## src/verilog/otp_word_pkg.sv

```systemverilog
// Register map, field layout and mode codes of the OTP word access slice
package otp_word_pkg;
  localparam logic [31:0] ADDR_DMA_BASE   = 32'h07f4000c;
  localparam logic [31:0] ADDR_CELL       = 32'h07f40010;
  localparam logic [31:0] ADDR_NWORDS     = 32'h07f40014;
  localparam logic [31:0] ADDR_FIFO_PORT  = 32'h07f40018;
  localparam logic [31:0] ADDR_FIFO_LAST  = 32'h07f4001c;
  localparam logic [31:0] ADDR_PWORD_LOW  = 32'h07f40020;
  localparam logic [31:0] ADDR_PWORD_HIGH = 32'h07f40024;
  localparam logic [31:0] ADDR_CONTROL    = 32'h07f40030;
  localparam logic [31:0] ADDR_STATUS     = 32'h07f40034;
  localparam int          FIELD_W         = 14;
  localparam int          FIFO_AW         = 3;
  localparam logic [31:0] RST_ZERO        = 32'h00000000;
  localparam logic [29:0] RST_DMA_BASE    = 30'h07fc0000;
  localparam logic [3:0]  PROG_CYCLES     = 4'h8;
  localparam int          CTRL_MODE_LSB   = 0;
  localparam int          CTRL_DMA_BIT    = 4;
  localparam int          CTRL_MIRROR_BIT = 5;
  localparam int          CTRL_GO_BIT     = 8;
  typedef enum logic [2:0] {
    MODE_STANDBY   = 3'h0,
    MODE_MAN_READ  = 3'h1,
    MODE_MAN_PROG  = 3'h2,
    MODE_AUTO_READ = 3'h3,
    MODE_AUTO_PROG = 3'h4
  } mode_t;
endpackage : otp_word_pkg

```

## src/verilog/otp_word_fifo.sv

```systemverilog
// Small synchronous FIFO between the port register and the OTP engine
`timescale 1ns/1ns
module otp_word_fifo #(
  parameter int WIDTH = 32,
  parameter int AW    = 3
) (
  input  wire logic             sys_clk_i,
  input  wire logic             resetn_i,
  input  wire logic             push_i,
  input  wire logic [WIDTH-1:0] push_data_i,
  input  wire logic             pop_i,
  output logic      [WIDTH-1:0] pop_data_o,
  output logic      [AW:0]      level_o
);
  logic [WIDTH-1:0] mem_reg [2**AW];
  logic [AW-1:0]    wr_ptr_reg;
  logic [AW-1:0]    rd_ptr_reg;
  logic             do_push;
  logic             do_pop;

  // Overflow and underflow are dropped rather than corrupting state
  assign do_push    = push_i && (level_o != (AW+1)'(2**AW));
  assign do_pop     = pop_i && (level_o != '0);
  assign pop_data_o = mem_reg[rd_ptr_reg];

  always_ff @(posedge sys_clk_i) begin
    if (do_push) begin
      mem_reg[wr_ptr_reg] <= push_data_i;
    end
  end

  always_ff @(posedge sys_clk_i) begin
    if (!resetn_i) begin
      wr_ptr_reg <= '0;
      rd_ptr_reg <= '0;
      level_o    <= '0;
    end else begin
      if (do_push) begin
        wr_ptr_reg <= wr_ptr_reg + 1'b1;
      end
      if (do_pop) begin
        rd_ptr_reg <= rd_ptr_reg + 1'b1;
      end
      if (do_push && !do_pop) begin
        level_o <= level_o + 1'b1;
      end else if (do_pop && !do_push) begin
        level_o <= level_o - 1'b1;
      end
    end
  end
endmodule : otp_word_fifo

```

## src/verilog/otp_word_prog.sv

```systemverilog
// Word programming sequencer: holds the 64-bit word and times the pulse
`timescale 1ns/1ns
module otp_word_prog (
  input  wire logic        sys_clk_i,
  input  wire logic        resetn_i,
  input  wire logic        start_i,
  input  wire logic [63:0] word_i,
  input  wire logic [13:0] phys_addr_i,
  output logic             idle_o,
  output logic             otp_prog_o,
  output logic [13:0]      otp_addr_o,
  output logic [63:0]      otp_data_o
);
  logic [3:0] count_reg;

  always_ff @(posedge sys_clk_i) begin
    if (!resetn_i) begin
      count_reg  <= 4'h0;
      idle_o     <= 1'b1;
      otp_prog_o <= 1'b0;
      otp_addr_o <= 14'h0000;
      otp_data_o <= 64'h0;
    end else if (idle_o && start_i) begin
      count_reg  <= otp_word_pkg::PROG_CYCLES;
      idle_o     <= 1'b0;
      otp_prog_o <= 1'b1;
      otp_addr_o <= phys_addr_i;
      otp_data_o <= word_i;
    end else if (!idle_o) begin
      count_reg <= count_reg - 4'h1;
      if (count_reg == 4'h1) begin
        idle_o     <= 1'b1;
        otp_prog_o <= 1'b0;
      end
    end
  end

  a_idle_after_start: assert property (@(posedge sys_clk_i)
    disable iff (!resetn_i)
    (idle_o && start_i) |=> !idle_o [*8] ##1 idle_o)
    else $error("program idle flag timing wrong");
endmodule : otp_word_prog

```

## src/verilog/otp_word_access_regs.sv

```systemverilog
// Register slice of the OTP controller: address, count, FIFO, program word
//
// How it works
// - Cell address bits 13:0 count 32-bit application words.
// - Physical word is 72 bits: 8 ECC bits hidden, 64 data bits.
// - Address bit 0 picks the upper half; upper bits pick physical word.
// - Cell address is the start point only in auto read/program modes.
// - Word count holds number of 32-bit words minus one.
// - Internal logic never changes the word count during auto modes.
// - While mirroring, word count shows amount copied so far.
// - Auto program without DMA: each port write pushes the FIFO.
// - Auto read without DMA: each port read pops the FIFO.
// - Each port read captures the popped word in a read-only register.
// - Manual program takes low 32 bits from the low program word.
// - Manual program takes high 32 bits from the high program word.
// - DMA base address is word aligned, bits 1:0 read zero.
// - Program idle flag is zero while programming, one when idle.
//
// Our own choice: the Avalon-MM slave port.
`timescale 1ns/1ns
module otp_word_access_regs (
  input  wire logic        sys_clk_i,
  input  wire logic        resetn_i,
  input  wire logic [31:0] avs_address_i,
  input  wire logic        avs_read_i,
  input  wire logic        avs_write_i,
  input  wire logic [31:0] avs_writedata_i,
  output logic      [31:0] avs_readdata_o,
  output logic             avs_waitrequest_o,
  input  wire logic        engine_push_i,
  input  wire logic [31:0] engine_data_i,
  input  wire logic        engine_pop_i,
  input  wire logic        mirror_step_i,
  output logic      [31:0] engine_data_o,
  output logic      [3:0]  fifo_level_status_o,
  output logic      [13:0] start_cell_o,
  output logic             start_upper_o,
  output logic      [13:0] transfer_count_o,
  output logic      [31:0] dma_master_base_o,
  output logic             otp_prog_o,
  output logic      [13:0] otp_addr_o,
  output logic      [71:0] otp_data_o
);
  localparam int FW = otp_word_pkg::FIELD_W;

  logic [FW-1:0]  cell_word_address_reg;
  logic [FW-1:0]  transfer_word_count_reg;
  logic [FW-1:0]  mirror_count_reg;
  logic [31:0]    fifo_last_read_word_reg;
  logic [31:0]    program_word_low_reg;
  logic [31:0]    program_word_high_reg;
  logic [29:0]    dma_master_base_reg;
  logic [2:0]     mode_reg;
  logic           dma_enable_reg;
  logic           mirror_reg;
  logic           prog_start_reg;
  logic           ack_reg;
  logic           wr_hit;
  logic           rd_hit;
  logic           port_push;
  logic           port_pop;
  logic [31:0]    fifo_head;
  logic [3:0]     fifo_level;
  logic           prog_idle;
  logic [63:0]    prog_data;
  logic [31:0]    read_mux;

  // Extend a 14-bit field to a bus word, reserved bits zero
  function automatic logic [31:0] field_word(input logic [FW-1:0] f);
    field_word = {18'h00000, f};
  endfunction : field_word

  // Every access answers one cycle later: waitrequest drops for one edge
  assign wr_hit = avs_write_i && !ack_reg;
  assign rd_hit = avs_read_i && !ack_reg;

  assign port_push = wr_hit && avs_address_i == otp_word_pkg::ADDR_FIFO_PORT
    && mode_reg == otp_word_pkg::MODE_AUTO_PROG && !dma_enable_reg;
  assign port_pop = rd_hit && avs_address_i == otp_word_pkg::ADDR_FIFO_PORT
    && mode_reg == otp_word_pkg::MODE_AUTO_READ && !dma_enable_reg;

  otp_word_fifo #(
    .WIDTH (32),
    .AW    (otp_word_pkg::FIFO_AW)
  ) u_fifo (
    .sys_clk_i   (sys_clk_i),
    .resetn_i    (resetn_i),
    .push_i      (port_push || engine_push_i),
    .push_data_i (port_push ? avs_writedata_i : engine_data_i),
    .pop_i       (port_pop || engine_pop_i),
    .pop_data_o  (fifo_head),
    .level_o     (fifo_level)
  );

  // Both halves form the 64 application bits; ECC byte driven as zero below
  assign prog_data = {program_word_high_reg, program_word_low_reg};

  otp_word_prog u_prog (
    .sys_clk_i   (sys_clk_i),
    .resetn_i    (resetn_i),
    .start_i     (prog_start_reg),
    .word_i      (prog_data),
    .phys_addr_i ({1'b0, cell_word_address_reg[FW-1:1]}),
    .idle_o      (prog_idle),
    .otp_prog_o  (otp_prog_o),
    .otp_addr_o  (otp_addr_o),
    .otp_data_o  (otp_data_o[63:0])
  );

  // ECC byte is generated by the macro itself and hidden from software
  assign otp_data_o[71:64] = 8'h00;

  always_ff @(posedge sys_clk_i) begin
    if (!resetn_i) begin
      ack_reg           <= 1'b0;
      avs_waitrequest_o <= 1'b1;
    end else begin
      ack_reg           <= (avs_read_i || avs_write_i) && !ack_reg;
      avs_waitrequest_o <= !((avs_read_i || avs_write_i) && !ack_reg);
    end
  end

  always_ff @(posedge sys_clk_i) begin
    if (!resetn_i) begin
      cell_word_address_reg   <= otp_word_pkg::RST_ZERO[FW-1:0];
      transfer_word_count_reg <= otp_word_pkg::RST_ZERO[FW-1:0];
      program_word_low_reg    <= otp_word_pkg::RST_ZERO;
      program_word_high_reg   <= otp_word_pkg::RST_ZERO;
      dma_master_base_reg     <= otp_word_pkg::RST_DMA_BASE;
      mode_reg                <= otp_word_pkg::MODE_STANDBY;
      dma_enable_reg          <= 1'b0;
      mirror_reg              <= 1'b0;
    end else if (wr_hit) begin
      case (avs_address_i)
        otp_word_pkg::ADDR_CELL: begin
          cell_word_address_reg <= avs_writedata_i[FW-1:0];
        end
        otp_word_pkg::ADDR_NWORDS: begin
          transfer_word_count_reg <= avs_writedata_i[FW-1:0];
        end
        otp_word_pkg::ADDR_PWORD_LOW: begin
          program_word_low_reg <= avs_writedata_i;
        end
        otp_word_pkg::ADDR_PWORD_HIGH: begin
          program_word_high_reg <= avs_writedata_i;
        end
        otp_word_pkg::ADDR_DMA_BASE: begin
          dma_master_base_reg <= avs_writedata_i[31:2];
        end
        otp_word_pkg::ADDR_CONTROL: begin
          mode_reg       <= avs_writedata_i[otp_word_pkg::CTRL_MODE_LSB +: 3];
          dma_enable_reg <= avs_writedata_i[otp_word_pkg::CTRL_DMA_BIT];
          mirror_reg     <= avs_writedata_i[otp_word_pkg::CTRL_MIRROR_BIT];
        end
        default: begin
        end
      endcase
    end
  end

  // Mirror count clears while mirroring is off and steps on each engine mirror_step_i pulse
  always_ff @(posedge sys_clk_i) begin
    if (!resetn_i) begin
      mirror_count_reg <= '0;
    end else if (!mirror_reg) begin
      mirror_count_reg <= '0;
    end else if (mirror_step_i) begin
      mirror_count_reg <= mirror_count_reg + 1'b1;
    end
  end

  // A go bit is honoured only in manual program mode and while idle
  always_ff @(posedge sys_clk_i) begin
    if (!resetn_i) begin
      prog_start_reg <= 1'b0;
    end else begin
      prog_start_reg <= wr_hit && avs_address_i == otp_word_pkg::ADDR_CONTROL
        && avs_writedata_i[otp_word_pkg::CTRL_GO_BIT]
        && avs_writedata_i[2:0] == otp_word_pkg::MODE_MAN_PROG
        && prog_idle;
    end
  end

  always_ff @(posedge sys_clk_i) begin
    if (!resetn_i) begin
      fifo_last_read_word_reg <= otp_word_pkg::RST_ZERO;
    end else if (port_pop) begin
      fifo_last_read_word_reg <= fifo_head;
    end
  end

  always_comb begin
    case (avs_address_i)
      otp_word_pkg::ADDR_CELL:       read_mux = field_word(cell_word_address_reg);
      otp_word_pkg::ADDR_NWORDS:     read_mux = mirror_reg
        ? field_word(mirror_count_reg)
        : field_word(transfer_word_count_reg);
      otp_word_pkg::ADDR_FIFO_PORT:  read_mux = port_pop ? fifo_head : 32'h0;
      otp_word_pkg::ADDR_FIFO_LAST:  read_mux = fifo_last_read_word_reg;
      otp_word_pkg::ADDR_PWORD_LOW:  read_mux = program_word_low_reg;
      otp_word_pkg::ADDR_PWORD_HIGH: read_mux = program_word_high_reg;
      otp_word_pkg::ADDR_DMA_BASE:   read_mux = {dma_master_base_reg, 2'b00};
      otp_word_pkg::ADDR_CONTROL:    read_mux = {26'h0, mirror_reg,
                                                 dma_enable_reg, 1'b0, mode_reg};
      otp_word_pkg::ADDR_STATUS:     read_mux = {27'h0, fifo_level,
                                                 prog_idle};
      default:                       read_mux = 32'h0;
    endcase
  end

  always_ff @(posedge sys_clk_i) begin
    if (!resetn_i) begin
      avs_readdata_o <= 32'h0;
    end else if (rd_hit) begin
      avs_readdata_o <= read_mux;
    end
  end

  always_ff @(posedge sys_clk_i) begin
    if (!resetn_i) begin
      start_cell_o        <= '0;
      start_upper_o       <= 1'b0;
      transfer_count_o    <= '0;
      dma_master_base_o   <= 32'h0;
      engine_data_o       <= 32'h0;
      fifo_level_status_o <= 4'h0;
    end else begin
      // Start point is only meaningful in the automatic modes
      if (mode_reg == otp_word_pkg::MODE_AUTO_READ ||
          mode_reg == otp_word_pkg::MODE_AUTO_PROG) begin
        start_cell_o  <= {1'b0, cell_word_address_reg[FW-1:1]};
        start_upper_o <= cell_word_address_reg[0];
      end else begin
        start_cell_o  <= '0;
        start_upper_o <= 1'b0;
      end
      transfer_count_o    <= transfer_word_count_reg;
      dma_master_base_o   <= {dma_master_base_reg, 2'b00};
      engine_data_o       <= fifo_head;
      fifo_level_status_o <= fifo_level;
    end
  end

  a_pop_capture: assert property (@(posedge sys_clk_i)
    disable iff (!resetn_i)
    port_pop |=> fifo_last_read_word_reg == $past(fifo_head))
    else $error("last read word not captured");

  a_count_hold: assert property (@(posedge sys_clk_i)
    disable iff (!resetn_i)
    !(wr_hit && avs_address_i == otp_word_pkg::ADDR_NWORDS)
      |=> $stable(transfer_word_count_reg))
    else $error("word count changed without a write");

  a_reserved_zero: assert property (@(posedge sys_clk_i)
    disable iff (!resetn_i)
    ack_reg && ($past(avs_address_i) == otp_word_pkg::ADDR_CELL)
      && $past(avs_read_i) |-> avs_readdata_o[31:14] == 18'h0)
    else $error("reserved address bits not zero");

  a_bus_answer: assert property (@(posedge sys_clk_i)
    disable iff (!resetn_i)
    (avs_read_i || avs_write_i) && avs_waitrequest_o
      |=> !avs_waitrequest_o ##1 avs_waitrequest_o)
    else $error("bus answer timing wrong");

  a_push_gate: assert property (@(posedge sys_clk_i)
    disable iff (!resetn_i)
    port_push && !engine_push_i && !engine_pop_i
      && !fifo_level[otp_word_pkg::FIFO_AW]
      |=> fifo_level == $past(fifo_level) + 4'h1)
    else $error("port write did not push");

  a_pop_level: assert property (@(posedge sys_clk_i)
    disable iff (!resetn_i)
    port_pop && !engine_push_i && !engine_pop_i && fifo_level != 4'h0
      |=> fifo_level == $past(fifo_level) - 4'h1)
    else $error("port read did not pop");

  a_prog_word: assert property (@(posedge sys_clk_i)
    disable iff (!resetn_i)
    prog_start_reg |=> otp_data_o[31:0] == $past(program_word_low_reg)
      && otp_data_o[63:32] == $past(program_word_high_reg))
    else $error("programmed word mismatch");

  a_dma_align: assert property (@(posedge sys_clk_i)
    disable iff (!resetn_i)
    dma_master_base_o[1:0] == 2'b00)
    else $error("dma base not aligned");

  a_start_mode: assert property (@(posedge sys_clk_i)
    disable iff (!resetn_i)
    mode_reg != otp_word_pkg::MODE_AUTO_READ
      && mode_reg != otp_word_pkg::MODE_AUTO_PROG
      |=> start_cell_o == 14'h0000 && !start_upper_o)
    else $error("start point shown outside auto modes");

  a_start_cell: assert property (@(posedge sys_clk_i)
    disable iff (!resetn_i)
    mode_reg == otp_word_pkg::MODE_AUTO_READ
      |=> start_cell_o == {1'b0, $past(cell_word_address_reg[FW-1:1])}
      && start_upper_o == $past(cell_word_address_reg[0]))
    else $error("start cell split wrong");

  a_prog_addr: assert property (@(posedge sys_clk_i)
    disable iff (!resetn_i)
    prog_start_reg
      |=> otp_addr_o == {1'b0, $past(cell_word_address_reg[FW-1:1])})
    else $error("programmed address wrong");

  a_busy_flag: assert property (@(posedge sys_clk_i)
    disable iff (!resetn_i)
    otp_prog_o |-> !prog_idle)
    else $error("idle flag high while programming");

  a_data_hold: assert property (@(posedge sys_clk_i)
    disable iff (!resetn_i)
    !rd_hit |=> $stable(avs_readdata_o))
    else $error("read data changed without a read");

  a_mirror_read: assert property (@(posedge sys_clk_i)
    disable iff (!resetn_i)
    rd_hit && mirror_reg && avs_address_i == otp_word_pkg::ADDR_NWORDS
      |=> avs_readdata_o[FW-1:0] == $past(mirror_count_reg))
    else $error("mirror count not reported");
endmodule : otp_word_access_regs

```

## config.mk

```make
export PLATFORM = sky130hd
export DESIGN_NAME = otp_word_access_regs
export DESIGN_NICKNAME = d
export VERILOG_FILES = /design/src/verilog/otp_word_pkg.sv /design/src/verilog/otp_word_fifo.sv /design/src/verilog/otp_word_prog.sv /design/src/verilog/otp_word_access_regs.sv
export SDC_FILE = /design/constraint.sdc
export NUM_CORES = 1
export LEC_CHECK = 0
export BUFFER_PORTS_ARGS = -buffer_cell sky130_fd_sc_hd__buf_4
export CAP_MARGIN = 20
export CORE_AREA = 2 2 254 256
export CTS_BUF_LIST = sky130_fd_sc_hd__clkbuf_4
export CTS_CLUSTER_SIZE = 10
export DETAILED_ROUTE_END_ITERATION = 8
export DIE_AREA = 0 0 256 258
export MAX_ROUTING_LAYER = met4
export PLACE_DENSITY = 0.69
export REMOVE_ABC_BUFFERS = 1
export SLEW_MARGIN = 20
export SYNTH_ARGS = -nofsm -noshare
export SYNTH_HDL_FRONTEND = slang
export SYNTH_SLANG_ARGS = --single-unit
```

## constraint.sdc

```tcl
create_clock -name sys_clk_i -period 6.3 [get_ports sys_clk_i]
set_clock_uncertainty 0.2 [all_clocks]
set_input_delay 0.63 -clock sys_clk_i [delete_from_list [all_inputs] [get_ports sys_clk_i]]
set_output_delay 0.63 -clock sys_clk_i [all_outputs]
set_load 0.05 [all_outputs]
```

Word-level counts from Yosys, hierarchy flattened
Memories as Yosys holds them, arrays and structs flattened. A register that Yosys moved wholly into a read port is not among the register bits.
Index checks and enable logic that the tools add are counted.
- RAM bits: 256
- memories: 1
- output and inout bits: 217
- input port bits: 103
- flip-flop bits (word level): 398
- memory list (name ; depth ; width ; read ports ; clocked after memory_dff ; write ports ; RTL line ; RTL):
    u_fifo.mem_reg ; 8 ; 32 ; 1 ; 1 ; 1 ; otp_word_fifo.sv:15 ; logic [WIDTH-1:0] mem_reg [2**AW];
- mux-type cells: 18
- add/sub/neg operators: 6
- eq/ne operators: 15
- bitwise gates (word level): 1
- reductions and logical operators: 40
- operator list (operator ; count):
    $eq 32x27->1 const B ; 9
    $pmux 32 s9 ; 1
    $mux 32 ; 2
    $logic_and 1x1->1 ; 18
    $reduce_and 2->1 ; 9
    $mux 4 ; 4
    $add 14x1->14 const B ; 1
    $mux 14 ; 1
    $mux 1 ; 8
    $sub 4x1->4 const B ; 2
    $add 3x1->3 const B ; 2
    $eq 3x2->1 const B ; 2
    $mux 3 ; 2
    $logic_not 1->1 ; 5
    $add 4x1->4 const B ; 1
    $eq 4x1->1 const B ; 1
    $logic_or 1x1->1 ; 4
    $ne 4x4->1 const B ; 1
    $reduce_bool 2->1 ; 2
    $reduce_bool 4->1 ; 1
    $eq 3x3->1 const B ; 1
    $ne 2x2->1 const B ; 1
    $reduce_or 2->1 ; 1
    $not 1->1 ; 1

Depth between registers and ports, before layout
- depth after elaboration: 11
- depth in mapped cells: 14
- depth with buffers taken out: 13

Cells and area by module
A second synthesis with hierarchy kept.
- cells, all modules: 2127
- area, all modules: 25658.4 um2
- modules (own cells, without submodules) (module ; times used ; area each (um2) ; cells each ; seq. area each (um2)):
    otp_word_access_regs ; 1 ; 12044.1 ; 1315 ; 6045.8
    otp_word_fifo ; 1 ; 10437.5 ; 441 ; 7947.6
    otp_word_prog ; 1 ; 3176.8 ; 371 ; 1681.6

Worst setup path after synthesis
No wires, ideal clock.
- path type: input port to flip-flop
- start point: in avs_address_i[5]
- end point: mem u_fifo.mem_reg[0][0] (enable)
- path buffers: 1
- arrival time: 5059 ps
- path slack: 540 ps
- stages on the path: 6
- path through: or4b_1 > buf_2 > nand4b_1 > nor4_4 > o21ai_2 > nor4_1
- longest elaborated chain between the ends: 8
- RTL lines (item ; RTL line ; RTL):
    start: declaration ; otp_word_access_regs.sv:24 ; input wire logic [31:0] avs_address_i,
    $eq 32x27->1 ; otp_word_access_regs.sv:77 ; assign port_push = wr_hit && avs_address_i == otp_word_pkg::ADDR_FIFO_PORT
    $logic_and 1x1->1 ; otp_word_access_regs.sv:77 ;
    $logic_and 1x1->1 (2 in series) ; otp_word_access_regs.sv:78 ; && mode_reg == otp_word_pkg::MODE_AUTO_PROG && !dma_enable_reg;
    $logic_or 1x1->1 ; otp_word_access_regs.sv:88 ; .push_i (port_push || engine_push_i),
    $logic_and 1x1->1 ; otp_word_fifo.sv:22 ; assign do_push = push_i && (level_o != (AW+1)'(2**AW));
    $mux 1 ; otp_word_fifo.sv:27 ; if (do_push) begin
    $mux 1 (implied by the code) ; otp_word_fifo.sv:28 ; mem_reg[wr_ptr_reg] <= push_data_i;
    end: declaration ; otp_word_fifo.sv:15 ;
Every way passes these cells.

Final worst setup path
- start point: in avs_address_i[1]
- end point: reg avs_readdata_o[4]
- longest elaborated chain between the ends: 6
- RTL lines (item ; RTL line ; RTL):
    $eq 32x27->1 ; otp_word_access_regs.sv:79, otp_word_access_regs.sv:193 ;
    $logic_and 1x1->1 ; otp_word_access_regs.sv:79 ; assign port_pop = rd_hit && avs_address_i == otp_word_pkg::ADDR_FIFO_PORT
    $logic_and 1x1->1 (2 in series) ; otp_word_access_regs.sv:80 ; && mode_reg == otp_word_pkg::MODE_AUTO_READ && !dma_enable_reg;
    $mux 32 ; otp_word_access_regs.sv:198 ; otp_word_pkg::ADDR_FIFO_PORT: read_mux = port_pop ? fifo_head : 32'h0;
    $pmux 32 s9 * ; otp_word_access_regs.sv:193 ; case (avs_address_i)
    end signal: assignment ; otp_word_access_regs.sv:215 ; avs_readdata_o <= read_mux;
    end: declaration ; otp_word_access_regs.sv:28 ; output logic [31:0] avs_readdata_o,
Every way passes the cells marked *; elsewhere a longest branch is shown, timed or not.
A chain may end at the register's enable or synchronous reset.

==> key figures <==
Run status
  – Outcome: complete, no violations

Floorplan
  – Boundary Pins: 320
  – Die extent in x: 256 microns
  – Initial Util: 0.3944
  – Core Box Area: 63650 sq um
  – Die height: 258 microns
  – # rows: 93
  – DIE AREA: 66050 sq um

Timing
  – Crit path time final: 4.040 ns
  – Hold slack: 0.1619 ns
  – Final Max Tran Viols: 0
  – RSZ-0062 raised after global routing: no
  – Setup violators final: 0
  – Final Cycle Share: 0.6413
  – Worst Tran Pin Value: 1.188 ns
  – Final hold violation count: 0
  – Fmax: 247.5 MHz
  – Slew HR: 0.2021

Final layout
  – Non-filler cells, final: 3532
  – Number of nets in the layout: 2665
  – Area of the multi-input gates: 8932 sq um
  – Final instance area: 31260 sq um
  – Seq. cell area: 15660 sq um
  – Layout cell share with drive strength beyond 1: 0.2872
  – Fillers: 5681
  – Area growth from synthesis to layout: 24.54%
  – Max reg flops: 256
  – Final core utilization: 0.4911

CTS
  – Post-cts sizing count: 0
  – Clock Latency Late Sink: 0.98 ns
  – H-tree depth: 4
  – Cts bufs inserted: 170
  – TritonCTS clock tree: done
  – Clk sinks: 654
  – Max Buffers Root-to-Sink: 3
  – Setup bufs post-CTS: 0
  – Root buffer cell: clkbuf_4
  – Hold-fix buffers at CTS: 81
  – Clock-pin transition on the worst setup and hold timing paths: 0.06 ns

Global routing
  – Largest net degree at the start of global routing: 99
  – First-pass GRT wire length: 112100 microns
  – GRT Residual Overflow: 0
  – GRT met3 Usage: 0.05477
  – GRT met2 Usage: 0.3781
  – Initial antenna violation count: 4
  – Vias in the first global route: 18.89k
  – GRT met1 Usage: 0.2749
  – GRT busiest layer: met2
  – GRT Total Usage: 0.2303

Logic synthesis
  – Area of the mapped netlist: 25100 sq um
  – YS warnings: 0
  – Distinct cells, synth: 67
  – Post-synth EDFFs: 256
  – Avg Inst Size Synth: 11.91 sq um
  – Async set or reset register ratio after synthesis: 0
  – Register area share after synthesis: 0.6237
  – Synth Instances: 2108
  – Top post-synthesis cells by count: nand2_1, dfxtp_1, edfxtp_1
  – Yosys top cell by area: dfxtp_1
  – Synth top area cells: dfxtp_1, edfxtp_1, nand2_1, mux4_2, a21boi_0
  – Count leader, synth: nand2_1
  – FF+latch count, synth: 654
  – Synth top area share: 0.3174
  – Top FF cell, synth: dfxtp_1

Power and ir drop
  – P per Cell Area: 320.7 nW/um^2
  – P_leak: 11.39 nW
  – Peak supply drop: 157.7 uV
  – Final Power: 10.03 mW

Setup path
  – Worst Path Max Fanout: 5
  – CP cell instances: dlygate4sd3_1, buf_4, or2_2, or4_1, dlygate4sd3_1, nor4b_4, dlygate4sd3_1, a21oi_1, dlygate4sd3_1, a311oi_1
  – Slowest cell on crit path: dlygate4sd3_1
  – Startpoint types: primary input
  – Critical Path AT: 4.70 ns
  – Crit path largest cell delay: 0.76 ns
  – Crit Path Class: in -> reg
  – Most frequent CP cell: dlygate4sd3_1
  – Required time of the critical path: 6.96 ns
  – Setup crit end kind: flip-flop

Hold path
  – Hold crit path type: in -> reg

Placement
  – Port bufs: 307
  – Gpl congestion: 0.8679
  – Placed inst area: 28160 sq um
  – HPWL Detailed: 45570 microns
  – Placed Cells: 3152

Detailed routing
  – Vias after detailed routing: 18.55k
  – Vias per inst: 5.253
  – Initial drt markers: 1365
  – Pre-Repair DR Iteration Count: 5
  – Final WL: 74670 microns
  – Wire per inst: 21.14 microns
  – Final antenna-violating net count: 0
  – DRC violations left: 0

Run
  – MaxCap Viol Count: 0
power breakdown:
group          internal, mW  switching (mW)
Combinational         0.675           0.815
Clock                  2.02            1.72
Sequential             4.60           0.198
Total                  7.30            2.73
placed cells by master (no fill, tap or decap), types with 19 or more instances in the layout:
cell type	netlist	routed
nor2_1	32	28
mux2_2	67	67
mux4_2	65	65
clkbuf_4	0	251
a21o_1	29	29
a21boi_0	126	126
and2_1	108	104
nor2b_1	21	21
clkinv_1	1	24
buf_4	12	325
dlygate4sd3_1	0	81
dfxtp_1	398	395
edfxtp_1	256	256
a31oi_1	28	28
mux2i_1	19	19
a21oi_1	95	95
a22oi_1	57	57
nand2_1	482	477
final timing paths:
kind / slack (ns) / end / start / cells past startpoint
setup / recovery: 2.26 / avs_readdata_o[4] / avs_address_i[1] / 10
hold / removal: 0.16 / ack_reg / avs_write_i / 3
setup reg to reg: 2.36 / avs_readdata_o[4] / ack_reg / 8
hold reg to reg: 0.25 / fifo_last_read_word_reg[28] / fifo_last_read_word_reg[28] / 2
worst max-delay path: cells and delay by family:
kind / cells / cell delay [ns]
buffers and inverters: 5 / 2.62
and+or+nand+nor: 3 / 1.13
AOI/OAI and AO/OA: 2 / 0.30
layer usage:
metal  vias up  part of all wire
met5         -                 0
met4         0             0.026
met3       159             0.079
met2       850              0.49
met1      9056              0.40
li1       8489                 -
metrics by stage:
step | TNS [ns] | setup slack (ns)
6_report | 0 | 2.260
5_1_grt | 0 | 2.295
4_1_cts | 0 | 2.456
3_5_place_dp | 0 | 1.968
3_3_place_gp | 0 | 2.013
2_1_floorplan | -15.83 | -0.4946
cell type report:
cell class              count  share of cell area
clock inverters            39             0.01017
diodes                      6           0.0004803
multi-input cells        1307              0.2857
repair buffers            410              0.1067
flip-flops and latches    654              0.5011
well taps                 855             0.03422
inverters                  10            0.001281
clock buffers             251             0.06028
logic make-up after synthesis:
| family | after synthesis | share of synthesized area |
|---|---|---|
| simple gates | 725 | 0.1343 |
| other cells | 1 | 0.0001494 |
| buf+inv | 158 | 0.02717 |
| fa+ha+maj | 9 | 0.004786 |
| mux | 155 | 0.09775 |
| xor+xnor | 18 | 0.006281 |
| flops | 654 | 0.6237 |
| compound gates | 388 | 0.1058 |
(Power assumes the default switching activity.)
